--- src/common/fcsu_map.svh ---
// Register offsets, field positions, flash command codes and timing counts
// for the flash command/status host controller.
// Assumes a 100 MHz mclk; included by bare name wherever needed.
`ifndef FCSU_MAP_SVH
`define FCSU_MAP_SVH

// Software register offsets
`define FCSU_REG_CTRL      8'h00
`define FCSU_REG_ADDR      8'h04
`define FCSU_REG_DATA      8'h08
`define FCSU_REG_STATUS    8'h0c
`define FCSU_REG_RDATA     8'h10

// Control register fields
`define FCSU_CTRL_OP_LSB   0
`define FCSU_CTRL_OP_MSB   3
`define FCSU_CTRL_SUPPLY   8
`define FCSU_CTRL_DEVRST   9
`define FCSU_CTRL_RESET    32'h0000_0000

// Status register fields
`define FCSU_ST_BUSY       0
`define FCSU_ST_REFUSED    1
`define FCSU_ST_RBPIN      2
`define FCSU_ST_FL_LSB     8
`define FCSU_ST_FL_MSB     15
`define FCSU_FLASH_SR_RST  8'h80
`define FCSU_SR_READY      7

// Flash command codes
`define FCSU_CMD_READ_ARRAY  16'h00ff
`define FCSU_CMD_READ_STATUS 16'h0070
`define FCSU_CMD_READ_ID     16'h0090
`define FCSU_CMD_QUERY       16'h0098
`define FCSU_CMD_CLEAR       16'h0050
`define FCSU_CMD_PROGRAM     16'h0040
`define FCSU_CMD_PROGRAM_ALT 16'h0010
`define FCSU_CMD_BUF_PROGRAM 16'h00e8
`define FCSU_CMD_ERASE       16'h0020
`define FCSU_CMD_CONFIRM     16'h00d0
`define FCSU_CMD_SUSPEND     16'h00b0
`define FCSU_CMD_RESUME      16'h00d0
`define FCSU_CMD_LOCK_SETUP  16'h0060
`define FCSU_CMD_LOCK        16'h0001
`define FCSU_CMD_PAGE_CFG    16'h0004
`define FCSU_CMD_RB_CFG      16'h00b8
`define FCSU_CMD_OTP         16'h00c0

// Timing: times in ns, counts in mclk cycles
`define FCSU_MCLK_MHZ      100
`define FCSU_T_WPULSE_NS   70
`define FCSU_T_ACCESS_NS   100
`define FCSU_SYNC_STAGES   2
`define FCSU_WPULSE_CYC    ((`FCSU_T_WPULSE_NS * `FCSU_MCLK_MHZ + 999) / 1000)
`define FCSU_RPULSE_CYC    ((`FCSU_T_ACCESS_NS * `FCSU_MCLK_MHZ + 999) / 1000 + `FCSU_SYNC_STAGES)

`endif

--- src/common/fcsu_pkg.sv ---
// Types shared by the flash command/status host controller files.
// Constants live in fcsu_map.svh; this package holds types only.
package fcsu_pkg;

    typedef logic [23:0] fcsu_addr_t;
    typedef logic [15:0] fcsu_word_t;

    // Operations that software starts through the control register
    typedef enum logic [3:0] {
        FCSU_OP_NONE,
        FCSU_OP_READ_ARRAY,
        FCSU_OP_READ_STATUS,
        FCSU_OP_READ_ID,
        FCSU_OP_QUERY,
        FCSU_OP_CLEAR,
        FCSU_OP_PROGRAM,
        FCSU_OP_ERASE,
        FCSU_OP_SUSPEND,
        FCSU_OP_RESUME,
        FCSU_OP_LOCK,
        FCSU_OP_UNLOCK,
        FCSU_OP_PAGE_CFG,
        FCSU_OP_RB_CFG,
        FCSU_OP_OTP,
        FCSU_OP_READ_WORD
    } fcsu_op_t;

    typedef enum {FCSU_C_IDLE, FCSU_C_SETUP, FCSU_C_PULSE, FCSU_C_HOLD} fcsu_cphase_t;

    typedef enum {FCSU_S_IDLE, FCSU_S_W1, FCSU_S_W2, FCSU_S_POLL, FCSU_S_READ} fcsu_state_t;

    // Bus cycles that make up one operation
    typedef struct packed {
        logic       valid;
        logic       modify;
        fcsu_word_t code1;
        logic       addr_from_data;
        logic       two;
        fcsu_word_t code2;
        logic       code2_from_data;
        logic       poll;
        logic       read_only;
    } fcsu_plan_t;

endpackage

--- src/fcsu_cycle.sv ---
// One asynchronous bus cycle (write or read) on the flash pins.
// Assumes the caller holds start for one cycle only while idle.
`timescale 1ns/10ps
`include "fcsu_map.svh"
module fcsu_cycle (
    input  wire logic                mclk,
    input  wire logic                reset,
    input  wire logic                start,
    input  wire logic                is_write,
    input  wire fcsu_pkg::fcsu_addr_t addr,
    input  wire fcsu_pkg::fcsu_word_t wdata,
    input  wire fcsu_pkg::fcsu_word_t dq_in,
    output logic                     done,
    output fcsu_pkg::fcsu_word_t     rdata,
    output fcsu_pkg::fcsu_addr_t     flash_addr,
    output fcsu_pkg::fcsu_word_t     dq_out,
    output logic                     dq_oe,
    output logic                     chip_select_n,
    output logic                     we_n,
    output logic                     oe_n
);
    import fcsu_pkg::*;

    typedef struct packed {
        fcsu_cphase_t phase;
        logic [4:0]   cnt;
        logic         wr;
        logic         ce_n;
        logic         we_n;
        logic         oe_n;
        logic         dq_oe;
        fcsu_word_t   dq_out;
        fcsu_addr_t   a;
        fcsu_word_t   s1;
        fcsu_word_t   s2;
        fcsu_word_t   rdata;
        logic         done;
    } fcsu_cyc_t;

    fcsu_cyc_t r;
    fcsu_cyc_t next_r;

    // Each cycle ends with both strobes high, so every read starts a fresh latch
    always_comb begin
        next_r      = r;
        next_r.done = 1'b0;
        next_r.s1   = dq_in;
        next_r.s2   = r.s1;
        case (r.phase)
            FCSU_C_IDLE: begin
                if (start) begin
                    next_r.phase  = FCSU_C_SETUP;
                    next_r.wr     = is_write;
                    next_r.a      = addr;
                    next_r.dq_out = wdata;
                    next_r.dq_oe  = is_write;
                    next_r.ce_n   = 1'b0;
                end
            end
            FCSU_C_SETUP: begin
                next_r.phase = FCSU_C_PULSE;
                next_r.we_n  = ~r.wr;
                next_r.oe_n  = r.wr;
                next_r.cnt   = r.wr ? 5'(`FCSU_WPULSE_CYC - 1) : 5'(`FCSU_RPULSE_CYC - 1);
            end
            FCSU_C_PULSE: begin
                if (r.cnt == 5'h00) begin
                    // Data seen through the synchroniser's second stage only
                    next_r.phase = FCSU_C_HOLD;
                    next_r.we_n  = 1'b1;
                    next_r.oe_n  = 1'b1;
                    if (!r.wr) begin
                        next_r.rdata = r.s2;
                    end
                end else begin
                    next_r.cnt = r.cnt - 5'h01;
                end
            end
            default: begin
                // Address and data held one cycle past the write strobe rise
                next_r.phase = FCSU_C_IDLE;
                next_r.ce_n  = 1'b1;
                next_r.dq_oe = 1'b0;
                next_r.done  = 1'b1;
            end
        endcase
    end

    always_ff @(posedge mclk) begin
        if (reset) begin
            r       <= '0;
            r.phase <= FCSU_C_IDLE;
            r.ce_n  <= 1'b1;
            r.we_n  <= 1'b1;
            r.oe_n  <= 1'b1;
        end else begin
            r <= next_r;
        end
    end

    assign done          = r.done;
    assign rdata         = r.rdata;
    assign flash_addr    = r.a;
    assign dq_out        = r.dq_out;
    assign dq_oe         = r.dq_oe;
    assign chip_select_n = r.ce_n;
    assign we_n          = r.we_n;
    assign oe_n          = r.oe_n;
endmodule

--- src/fcsu_host.sv ---
// Host controller that drives a parallel NOR flash command decoder and
// reads back its status byte. Software reaches it over a simple register port.
// Assumes flash data and ready/busy pins are asynchronous to mclk.
//
// Local design decisions: the strobed register port and the register addresses.
`timescale 1ns/10ps
`include "fcsu_map.svh"
module fcsu_host (
    input  wire logic                mclk,
    input  wire logic                reset,
    input  wire logic [7:0]          reg_addr,
    input  wire logic [31:0]         reg_wdata,
    input  wire logic                reg_wr,
    input  wire logic                reg_rd,
    output logic [31:0]              reg_rdata,
    output fcsu_pkg::fcsu_addr_t     flash_addr,
    output fcsu_pkg::fcsu_word_t     dq_out,
    output logic                     dq_oe,
    input  wire fcsu_pkg::fcsu_word_t dq_in,
    output logic                     chip_select_n,
    output logic                     we_n,
    output logic                     oe_n,
    output logic                     rp_n,
    output logic                     program_enable_supply,
    input  wire logic                ready_busy_pin
);
    import fcsu_pkg::*;

    // Command sequence of each operation; decoder writes land at any address
    function automatic fcsu_plan_t plan_of(input fcsu_op_t op);
        fcsu_plan_t p;
        p       = '0;
        p.valid = 1'b1;
        case (op)
            FCSU_OP_READ_ARRAY: p.code1 = `FCSU_CMD_READ_ARRAY;
            FCSU_OP_READ_ID:    p.code1 = `FCSU_CMD_READ_ID;
            FCSU_OP_QUERY:      p.code1 = `FCSU_CMD_QUERY;
            FCSU_OP_CLEAR:      p.code1 = `FCSU_CMD_CLEAR;
            FCSU_OP_SUSPEND:    p.code1 = `FCSU_CMD_SUSPEND;
            FCSU_OP_RESUME:     p.code1 = `FCSU_CMD_RESUME;
            FCSU_OP_READ_STATUS: begin
                p.code1 = `FCSU_CMD_READ_STATUS;
                p.poll  = 1'b1;
            end
            FCSU_OP_PROGRAM: begin
                p.code1           = `FCSU_CMD_PROGRAM;
                p.two             = 1'b1;
                p.code2_from_data = 1'b1;
                p.poll            = 1'b1;
                p.modify          = 1'b1;
            end
            FCSU_OP_ERASE: begin
                p.code1  = `FCSU_CMD_ERASE;
                p.two    = 1'b1;
                p.code2  = `FCSU_CMD_CONFIRM;
                p.poll   = 1'b1;
                p.modify = 1'b1;
            end
            FCSU_OP_LOCK, FCSU_OP_UNLOCK: begin
                p.code1  = `FCSU_CMD_LOCK_SETUP;
                p.two    = 1'b1;
                p.code2  = (op == FCSU_OP_LOCK) ? `FCSU_CMD_LOCK : `FCSU_CMD_CONFIRM;
                p.poll   = 1'b1;
                p.modify = 1'b1;
            end
            FCSU_OP_PAGE_CFG: begin
                p.code1          = `FCSU_CMD_LOCK_SETUP;
                p.addr_from_data = 1'b1;
                p.two            = 1'b1;
                p.code2          = `FCSU_CMD_PAGE_CFG;
            end
            FCSU_OP_RB_CFG: begin
                p.code1           = `FCSU_CMD_RB_CFG;
                p.two             = 1'b1;
                p.code2_from_data = 1'b1;
            end
            FCSU_OP_OTP: begin
                p.code1           = `FCSU_CMD_OTP;
                p.two             = 1'b1;
                p.code2_from_data = 1'b1;
                p.poll            = 1'b1;
                p.modify          = 1'b1;
            end
            FCSU_OP_READ_WORD:  p.read_only = 1'b1;
            default:            p.valid = 1'b0;
        endcase
        return p;
    endfunction

    typedef struct packed {
        fcsu_state_t state;
        fcsu_plan_t  plan;
        logic        supply_en;
        logic        dev_reset;
        fcsu_addr_t  addr;
        fcsu_word_t  data;
        logic        busy;
        logic        refused;
        logic [7:0]  flash_sr;
        fcsu_word_t  read_word;
        logic        rb_s1;
        logic        rb_s2;
        logic        cyc_start;
        logic        cyc_write;
        fcsu_addr_t  cyc_addr;
        fcsu_word_t  cyc_wdata;
        logic [31:0] rd_data;
    } fcsu_host_t;

    fcsu_host_t r;
    fcsu_host_t next_r;

    logic       cyc_done;
    fcsu_word_t cyc_rdata;
    fcsu_plan_t req_plan;
    fcsu_op_t   req_op;
    logic       req_go;

    assign req_op   = fcsu_op_t'(reg_wdata[`FCSU_CTRL_OP_MSB:`FCSU_CTRL_OP_LSB]);
    assign req_plan = plan_of(req_op);
    assign req_go   = reg_wr && (reg_addr == `FCSU_REG_CTRL) && (req_op != FCSU_OP_NONE);

    // Register port, operation sequencer and pin synchroniser in one update
    always_comb begin
        next_r           = r;
        next_r.cyc_start = 1'b0;
        next_r.rb_s1     = ready_busy_pin;
        next_r.rb_s2     = r.rb_s1;

        // Register writes
        if (reg_wr) begin
            if (reg_addr == `FCSU_REG_CTRL) begin
                next_r.supply_en = reg_wdata[`FCSU_CTRL_SUPPLY];
                next_r.dev_reset = reg_wdata[`FCSU_CTRL_DEVRST];
            end else if (reg_addr == `FCSU_REG_ADDR && !r.busy) begin
                next_r.addr = reg_wdata[23:0];
            end else if (reg_addr == `FCSU_REG_DATA && !r.busy) begin
                next_r.data = reg_wdata[15:0];
            end
        end

        // Register reads, answered in the following cycle
        next_r.rd_data = 32'h0000_0000;
        if (reg_rd) begin
            if (reg_addr == `FCSU_REG_CTRL) begin
                next_r.rd_data[`FCSU_CTRL_SUPPLY] = r.supply_en;
                next_r.rd_data[`FCSU_CTRL_DEVRST] = r.dev_reset;
            end else if (reg_addr == `FCSU_REG_ADDR) begin
                next_r.rd_data[23:0] = r.addr;
            end else if (reg_addr == `FCSU_REG_DATA) begin
                next_r.rd_data[15:0] = r.data;
            end else if (reg_addr == `FCSU_REG_STATUS) begin
                next_r.rd_data[`FCSU_ST_BUSY]                    = r.busy;
                next_r.rd_data[`FCSU_ST_REFUSED]                 = r.refused;
                next_r.rd_data[`FCSU_ST_RBPIN]                   = r.rb_s2;
                next_r.rd_data[`FCSU_ST_FL_MSB:`FCSU_ST_FL_LSB]  = r.flash_sr;
            end else if (reg_addr == `FCSU_REG_RDATA) begin
                next_r.rd_data[15:0] = r.read_word;
            end
        end

        // A new operation is refused while busy, while the device is held in
        // reset, or when it would modify the array with the supply low
        if (req_go) begin
            if (r.busy || r.dev_reset || !req_plan.valid
                    || (req_plan.modify && !reg_wdata[`FCSU_CTRL_SUPPLY])) begin
                next_r.refused = 1'b1;
            end else begin
                next_r.refused   = 1'b0;
                next_r.busy      = 1'b1;
                next_r.plan      = req_plan;
                next_r.cyc_start = 1'b1;
                if (req_plan.read_only) begin
                    next_r.state     = FCSU_S_READ;
                    next_r.cyc_write = 1'b0;
                    next_r.cyc_addr  = r.addr;
                end else begin
                    next_r.state     = FCSU_S_W1;
                    next_r.cyc_write = 1'b1;
                    next_r.cyc_addr  = req_plan.addr_from_data ? {8'h00, r.data} : r.addr;
                    next_r.cyc_wdata = req_plan.code1;
                end
            end
        end

        case (r.state)
            FCSU_S_W1: begin
                if (cyc_done) begin
                    if (r.plan.two) begin
                        // Confirm follows the setup with nothing between
                        next_r.state     = FCSU_S_W2;
                        next_r.cyc_start = 1'b1;
                        next_r.cyc_wdata = r.plan.code2_from_data ? r.data : r.plan.code2;
                    end else if (r.plan.poll) begin
                        next_r.state     = FCSU_S_POLL;
                        next_r.cyc_start = 1'b1;
                        next_r.cyc_write = 1'b0;
                    end else begin
                        next_r.state = FCSU_S_IDLE;
                        next_r.busy  = 1'b0;
                    end
                end
            end
            FCSU_S_W2: begin
                if (cyc_done) begin
                    if (r.plan.poll) begin
                        next_r.state     = FCSU_S_POLL;
                        next_r.cyc_start = 1'b1;
                        next_r.cyc_write = 1'b0;
                    end else begin
                        next_r.state = FCSU_S_IDLE;
                        next_r.busy  = 1'b0;
                    end
                end
            end
            FCSU_S_POLL: begin
                // Only the low byte carries status; lower bits trusted once ready
                if (cyc_done) begin
                    next_r.flash_sr = cyc_rdata[7:0];
                    if (cyc_rdata[`FCSU_SR_READY]) begin
                        next_r.state = FCSU_S_IDLE;
                        next_r.busy  = 1'b0;
                    end else begin
                        // Each poll is a separate strobed read, so the latch refreshes
                        next_r.cyc_start = 1'b1;
                    end
                end
            end
            FCSU_S_READ: begin
                if (cyc_done) begin
                    next_r.read_word = cyc_rdata;
                    next_r.state     = FCSU_S_IDLE;
                    next_r.busy      = 1'b0;
                end
            end
            default: begin
            end
        endcase

        // Device reset leaves any running sequence alone; the status copy returns to 80h like the device
        if (r.dev_reset) begin
            next_r.flash_sr = `FCSU_FLASH_SR_RST;
        end
    end

    always_ff @(posedge mclk) begin
        if (reset) begin
            r          <= '0;
            r.state    <= FCSU_S_IDLE;
            r.flash_sr <= `FCSU_FLASH_SR_RST;
        end else begin
            r <= next_r;
        end
    end

    // Bus cycle engine driving the flash pins
    fcsu_cycle u_cycle (
        .mclk          (mclk),
        .reset         (reset),
        .start         (r.cyc_start),
        .is_write      (r.cyc_write),
        .addr          (r.cyc_addr),
        .wdata         (r.cyc_wdata),
        .dq_in         (dq_in),
        .done          (cyc_done),
        .rdata         (cyc_rdata),
        .flash_addr    (flash_addr),
        .dq_out        (dq_out),
        .dq_oe         (dq_oe),
        .chip_select_n (chip_select_n),
        .we_n          (we_n),
        .oe_n          (oe_n)
    );

    assign reg_rdata             = r.rd_data;
    assign rp_n                  = ~r.dev_reset;
    assign program_enable_supply = r.supply_en;
endmodule

--- config.mk ---
export PLATFORM = sky130hd
export DESIGN_NAME = fcsu_host
export DESIGN_NICKNAME = d
export VERILOG_FILES = /design/src/common/fcsu_pkg.sv /design/src/fcsu_cycle.sv /design/src/fcsu_host.sv
export VERILOG_INCLUDE_DIRS = /design/src /design/src/common
export SDC_FILE = /design/constraint.sdc
export NUM_CORES = 1
export LEC_CHECK = 0
export ABC_CLOCK_PERIOD_IN_PS = 4000
export BUFFER_PORTS_ARGS = -buffer_cell sky130_fd_sc_hd__buf_2
export CAP_MARGIN = 10
export CORE_ASPECT_RATIO = 1.75
export CORE_MARGIN = 5
export CORE_UTILIZATION = 35
export CTS_CLUSTER_SIZE = 25
export DETAILED_ROUTE_END_ITERATION = 12
export HOLD_SLACK_MARGIN = 0.08
export PLACE_DENSITY = 0.55
export SYNTH_ARGS = -nofsm -noshare
export SYNTH_HDL_FRONTEND = slang
export SYNTH_HIERARCHICAL = 1
export SYNTH_SLANG_ARGS = --single-unit
export TNS_END_PERCENT = 1
--- constraint.sdc ---
create_clock -name mclk -period 4 [get_ports mclk]
set_input_delay 0.4 -clock mclk [delete_from_list [all_inputs] [get_ports mclk]]
set_output_delay 0.4 -clock mclk [all_outputs]
set_load 0.02 [all_outputs]
; ---- Word level (Yosys, flattened, before mapping)
; Index checks and enable logic that the tools add are counted.
[word_totals]
latch_bits = 0
regBits = 346
n_memories = 0
out_inout_bits = 78
word_cells = 189
ram_bits = 0
romBits = 0
[op_classes]
mul = 0
div_mod_pow = 0
reduce_logical = 41
addsub = 1
eq_ne = 28
n_lt_le_gt_ge = 0
shifts = 0
n_mux = 70
bitwise_logic = 8
[ops]
columns = operator, n
row1 = two-way mux 32 bit, 8
row2 = two-way mux 71 bit, 2
row3 = two-way mux 16 bit, 8
row4 = case mux 32 bit (4 select lines), 1
row5 = == test 32 x 2 -> 1 bit (second input constant), 3
row6 = case mux 32 bit (3 select lines), 1
row7 = case mux 8 bit (12 select lines), 1
row8 = two-way mux 42 bit, 2
row9 = == test 32 x 1 -> 1 bit (second input constant), 2
row10 = two-way mux 41 bit, 1
row11 = == test 32 x 3 -> 1 bit (second input constant), 1
row12 = == test 4 bit (second input constant), 8
row13 = zero test 32 bit, 1
row14 = two-way mux 25 bit, 1
row15 = two-way mux 24 bit, 1
row16 = case mux 8 bit (3 select lines), 1
row17 = two-way mux 1 bit, 22
row18 = AND reduction 2 bit, 9
row19 = == test 4 x 3 -> 1 bit (second input constant), 4
row20 = == test 8 x 4 -> 1 bit (second input constant), 2
row21 = two-way mux 8 bit, 2
row22 = OR reduction 15 bit, 1
row23 = two-way mux 2 bit, 7
row24 = OR reduction 3 bit, 4
row25 = other kinds (30), 55

; ---- Longest topological paths before layout
[logic_depth]
word_depth = 12
ltp_mapped = 8
ltp_nobuf = 5

; ---- Hierarchy
; The synthesis kept the hierarchy.
[by_module_without_submodules]
columns = module, cells_each, instances, area_per_inst_um2, seq_area_each_um2
row1 = fcsu_host, 794, 1, 7439.6, 3483.3
row2 = fcsu_cycle, 445, 1, 4006.3, 2021.9

; ---- Least setup slack after synthesis
; OpenSTA, ideal clock, no wires.
[synth_path]
path_type = input to register
start = input reg_addr[7]
end = register r[108] in the netlist's numbering
path_stages = 7
path_slack_ps = 2084
arrival_ps = 1788
path_buffers = 2
setup_time_ps = 128
path_cell_list = nor4_4 and4b_1 buf_4 nand3_2 buf_2 mux2i_1 nor2_1
[synth_between]
elab_chain_cells = 4
elab_cells_between_ends = 8
cone_classes = 2 x eq/ne / 2 x bitwise / 4 x reduce/logical
[synth_rtl]
columns = element, line
row1 = start: declaration, fcsu_host.sv:11  ; input wire logic [7:0] reg_addr,
row2 = == test 8 x 3 -> 1 bit (no line), --
row3 = logical AND 1 bit, fcsu_host.sv:135  ; end else if (reg_addr == `FCSU_REG_ADDR && !r.busy) begin
row4 = inverter 1 bit (no line), --
row5 = AND reduction 4 bit (no line) (*), --
row6 = end signal: assignment, fcsu_host.sv:252  ; r <= next_r;
row7 = end: declaration, fcsu_host.sv:110  ; fcsu_host_t r;
; Mark *: on every way between the ends. The rest lies on a longest branch, timed or not.
; A chain may end at the register's enable or synchronous reset.

; ---- Final worst setup path
[layout_path]
start = register r[199] in the netlist's numbering
end = register r[37] in the netlist's numbering
[layout_between]
elab_chain_cells = 2
[layout_rtl]
columns = element, line
row1 = == test 32 x 1 -> 1 bit, fcsu_host.sv:186  ; case (r.state)
row2 = two-way mux 16 bit, fcsu_host.sv:186
; No other way between the ends.

==> summary.md <==
| Metric | Value |
|---|---|
| Number of distinct library cells after synthesis | 76 |
| RSZ-0062 raised after global routing | no |
| Critical Path End | r[37]$_SDFF_PP0_ |
| Vias in the first global route | 8164 |
| Area delta synth->final | 12.2% |
| CTS tree | done |
| Global Route Usage Sum | 0.152 |
| Fin. Hold Viols | 0 |
| Worst r2r dst | r[37]$_SDFF_PP0_ |
| Detailed-route via count | 8399 |
| Worst Reg2Reg Path Length in Cells | 6 |
| Row count | 87 |
| Multiplexer share of the synthesized area | 0.0935 |
| Worst R2R Setup Slack | 1.58 ns |
| Drt wl/cell | 17.0 um |
| Share of the synthesized area in the top cell type | 0.481 |
| Clock sink count | 275 |
| Seq/Total Area, Yosys | 0.481 |
| DR vias/cell | 4.99 |
| CTS clk-pin slew, worst paths | 0.07 ns |
| I/O pin cnt | 139 |
| Synth Area per Inst | 9.24 um2 |
| Setup Skew | 0.0112 ns |
| Synth Area in Simple Gates | 0.211 |
| Post-DP Area | 11700 um2 |
| CP Class | flip-flop to flip-flop |
| WP buf/inv | 1 |
| Compound-Gate Fraction of Synth Area | 0.110 |
| FMAX | 0.414 GHz |
| Synth Warn # | 6 |
| Clk_lat worst skew | 0.55 ns |
| Crit path max fanout | 10 |
| Nets@finish | 1327 |
| H-tree depth | 1 |
| Max Slew Vio Count | 0 |
| Pwr/cell area | 447 nW/um2 |
| Setup violations, final | 0 |
| Die Span X | 147 um |
| Clk buf depth | 3 |
| Max-cap violations | 0 |
| Port bufs | 122 |
| Largest cells by area after synthesis | dfxtp_1 (48%), mux2i_1 (8.7%), buf_4 (6.1%) |
| Maximum number of pins on one net before global-route repair | 81 |
| Largest family of logic cells by synthesized area | simple AND/OR/NAND/NOR gates |
| Min Tclk post-route | 2.42 ns |
| Die Ht | 249 um |
| Worst-Margin Slew | 0.804 ns |
| Slew headroom | 0.457 |
| Filler Cell Count | 3226 |
| Crit-path cells | nor4_1 -> nand4_2 -> nor4_4 -> buf_4 -> nand3_1 -> a21oi_1 |
| CTS Buf Count | 26 |
| Slowest CP cell | nor4_4 |
| Initial Utilization | 0.354 |
| Synthesized-area fraction occupied by adder cells | 0.00547 |
| Yosys top cell by area | dfxtp_1 |
| Part of the cycle the worst path needs | 0.604 |
| Crit-path max cell delay | 0.59 ns |
| DRC viols | 0 |
| Yosys reg bits | 275 |
| Crit path launch | r[199]$_SDFF_PP0_ |
| Worst Setup End Kind | flip-flop |
| DRT Wirelength | 28600 um |
| Post-DP HPWL | 20300 um |
| Post-synth EDFFs | 0 |
| Post-CTS Setup Bufs | 0 |
| Post-synth ARST share | 0 |
| Fin Setup TNS | 0 ns |
| Initial DRC count | 537 |
| CP top delay family | simple AND/OR/NAND/NOR gates |
| Arr. time, crit path | 2.89 ns |
| Synth Flop Type | dfxtp_1 |
| Worst path depth | 6 |
| Hold depth | 3 |
| Placer Congestion | 0.868 |
| Final Cell Area | 12800 um2 |
| Max VDD drop | 0.000243 V |
| DRT Pass-1 Iters | 6 |
| Pleak | 5.25 nW |
| CTS Root Cell | clkbuf_16 |
| Startpoint Class | flip-flop |
| First-pass GRT wire length | 45500 um |
| WP data required | 4.47 ns |
| Total power | 0.00575 W |
| Antenna Nets Post-Route | 0 |
| Status | finished clean |
| XOR/XNOR share of the synthesized area | 0.00306 |
| Fraction of layout cells with a size suffix above 1 | 0.167 |
| Initial antenna violation count | 4 |
| Post-synthesis cell count | 1239 |
| HP Class | input pin to flip-flop |
| Die ar. | 36600 um2 |
| Grt ovf | 0 |
| Crit Reg-Reg Startpoint | r[199]$_SDFF_PP0_ |
| Cell area after synthesis | 11400 um2 |
| Core Area | 32300 um2 |
-- through the flow --
stage / utilization / setup slack, ns / hold slack (ns) / instances
finish: 0.397 / 1.58 / 0.100 / 1682
CTS: 0.397 / 1.56 / 0.0803 / 1679
global placement: 0.361 / 1.23 / 0.431 / 1610
detailed placement: 0.361 / 1.21 / 0.422 / 1610
global route: 0.397 / 1.33 / 0.0987 / 1679
floorplan: - / 2.08 / 0.414 / 1246
-- synthesized netlist by cell type (all sizes together) (2+ instances only) --
master	n
o211ai	2
ha	5
xor2	3
mux2i	99
and4	4
o221ai	2
nor3	12
a41o	2
nand3b	3
a21oi	85
and3	12
a311oi	2
a21boi	4
a211o	4
a211oi	27
nand2	153
o21ai	22
inv	13
or3	3
a31oi	5
nor3b	5
or4b	2
clkbuf	56
a22oi	5
buf	117
dfxtp	275
o21a	2
nor2	104
nor2b	43
nand3	45
a22o	4
or4	3
mux2	7
nor4b	4
a222oi	7
nand2b	12
nand4	8
nor4	14
a32oi	5
and2	35
or2	5
-- worst min path at each step --
stage	start	end	slack [ns]
2_1_floorplan	next_r[74]$_SDFF_PP0_	r[74]$_SDFF_PP0_	0.41
3_3_place_gp	u_cycle/next_r[25]$_SDFF_PP0_	u_cycle/r[25]$_SDFF_PP0_	0.43
3_5_place_dp	u_cycle/next_r[25]$_SDFF_PP0_	u_cycle/r[25]$_SDFF_PP0_	0.42
4_1_cts	reg_wdata[19]	r[137]$_SDFFE_PP0P_	0.08
5_1_grt	reg_wdata[14]	r[132]$_SDFFE_PP0P_	0.1
6_report	reg_wdata[19]	r[137]$_SDFFE_PP0P_	0.10
-- tightest hold or removal path, cell delays in order --
cell,delay (ns)
buf_2,0.08
mux2i_1,0.05
nor2_1,0.07
-- cell families after synthesis --
family | count (synthesis)
AND/OR/NAND/NOR | 471
flip-flops | 275
AO/OA/AOI/OAI | 191
other | 1
multiplexers | 106
buffers and inverters | 186
XOR/XNOR | 4
adder cells (fa/ha/maj) | 5
-- repair_timing --
item | 4_1_cts | 5_1_grt
hold buffers | 23 | 0
resized for setup | 0 | 0
hold endpoints to repair | 24 | 0
-- cell type report --
cell class | instances | area, um2 | share of cell area
Antenna cell | 3 | 7.51 | 0.000584
Clock buffer | 34 | 721 | 0.0561
Clock inverter | 12 | 204 | 0.0159
Inverter | 13 | 48.8 | 0.00380
Multi-Input combinational cell | 785 | 4870 | 0.379
Sequential cell | 275 | 5510 | 0.429
Tap cell | 400 | 500 | 0.0390
Timing Repair Buffer | 160 | 985 | 0.0767
-- routing by layer --
| metal | share of wire | vias to the layer above | wire length (um) | track usage |
|---|---|---|---|---|
| li1 | - | 4210 | - | - |
| met1 | 0.39 | 3914 | 11100 | 0.167 |
| met2 | 0.51 | 205 | 14700 | 0.279 |
| met3 | 0.049 | 66 | 1390 | 0.0258 |
| met4 | 0.048 | 4 | 1380 | 0.0778 |
| met5 | 0.00094 | - | 27 | 0 |
-- where the power goes --
part | leakage [nW] | switching, W | internal, W | total (W)
registers | 2.22 | 0.0000140 | 0.00277 | 0.00278
logic | 2.57 | 0.000187 | 0.000113 | 0.000299
clock network | 0.456 | 0.00107 | 0.00160 | 0.00267
-- placed cells by master, fill, tap and decap left out, drive strengths merged, types with 5 or more instances in the layout --
cell / netlist / layout
dfxtp: 275 / 275
nand2: 153 / 153
buf: 117 / 137
nor2: 104 / 104
mux2i: 99 / 99
a21oi: 85 / 85
nand3: 45 / 45
nor2b: 43 / 43
and2: 35 / 35
clkbuf: 56 / 34
a211oi: 27 / 27
dlygate4sd3: 0 / 23
o21ai: 22 / 22
inv: 13 / 14
nor4: 14 / 14
and3: 12 / 12
nand2b: 12 / 12
nor3: 12 / 12
conb: 1 / 8
nand4: 8 / 8
mux2: 7 / 7
a222oi: 7 / 7
clkinv: 0 / 6
nor3b: 5 / 5
a22oi: 5 / 5
a32oi: 5 / 5
a31oi: 5 / 5
bufinv: 0 / 5
ha: 5 / 5
or2: 5 / 5
-- registers in the layout (all words and copies together), names as in the netlist, 16 cells and up --
| signal | cells |
|---|---|
| u_cycle/rdata | 16 |
| reg_rdata | 24 |
| u_cycle/r | 24 |
| u_cycle/dq_out | 16 |
| u_cycle/next_r | 16 |
| u_cycle/flash_addr | 24 |
| r | 148 |
Note: power is estimated with default switching activity, not from simulation.
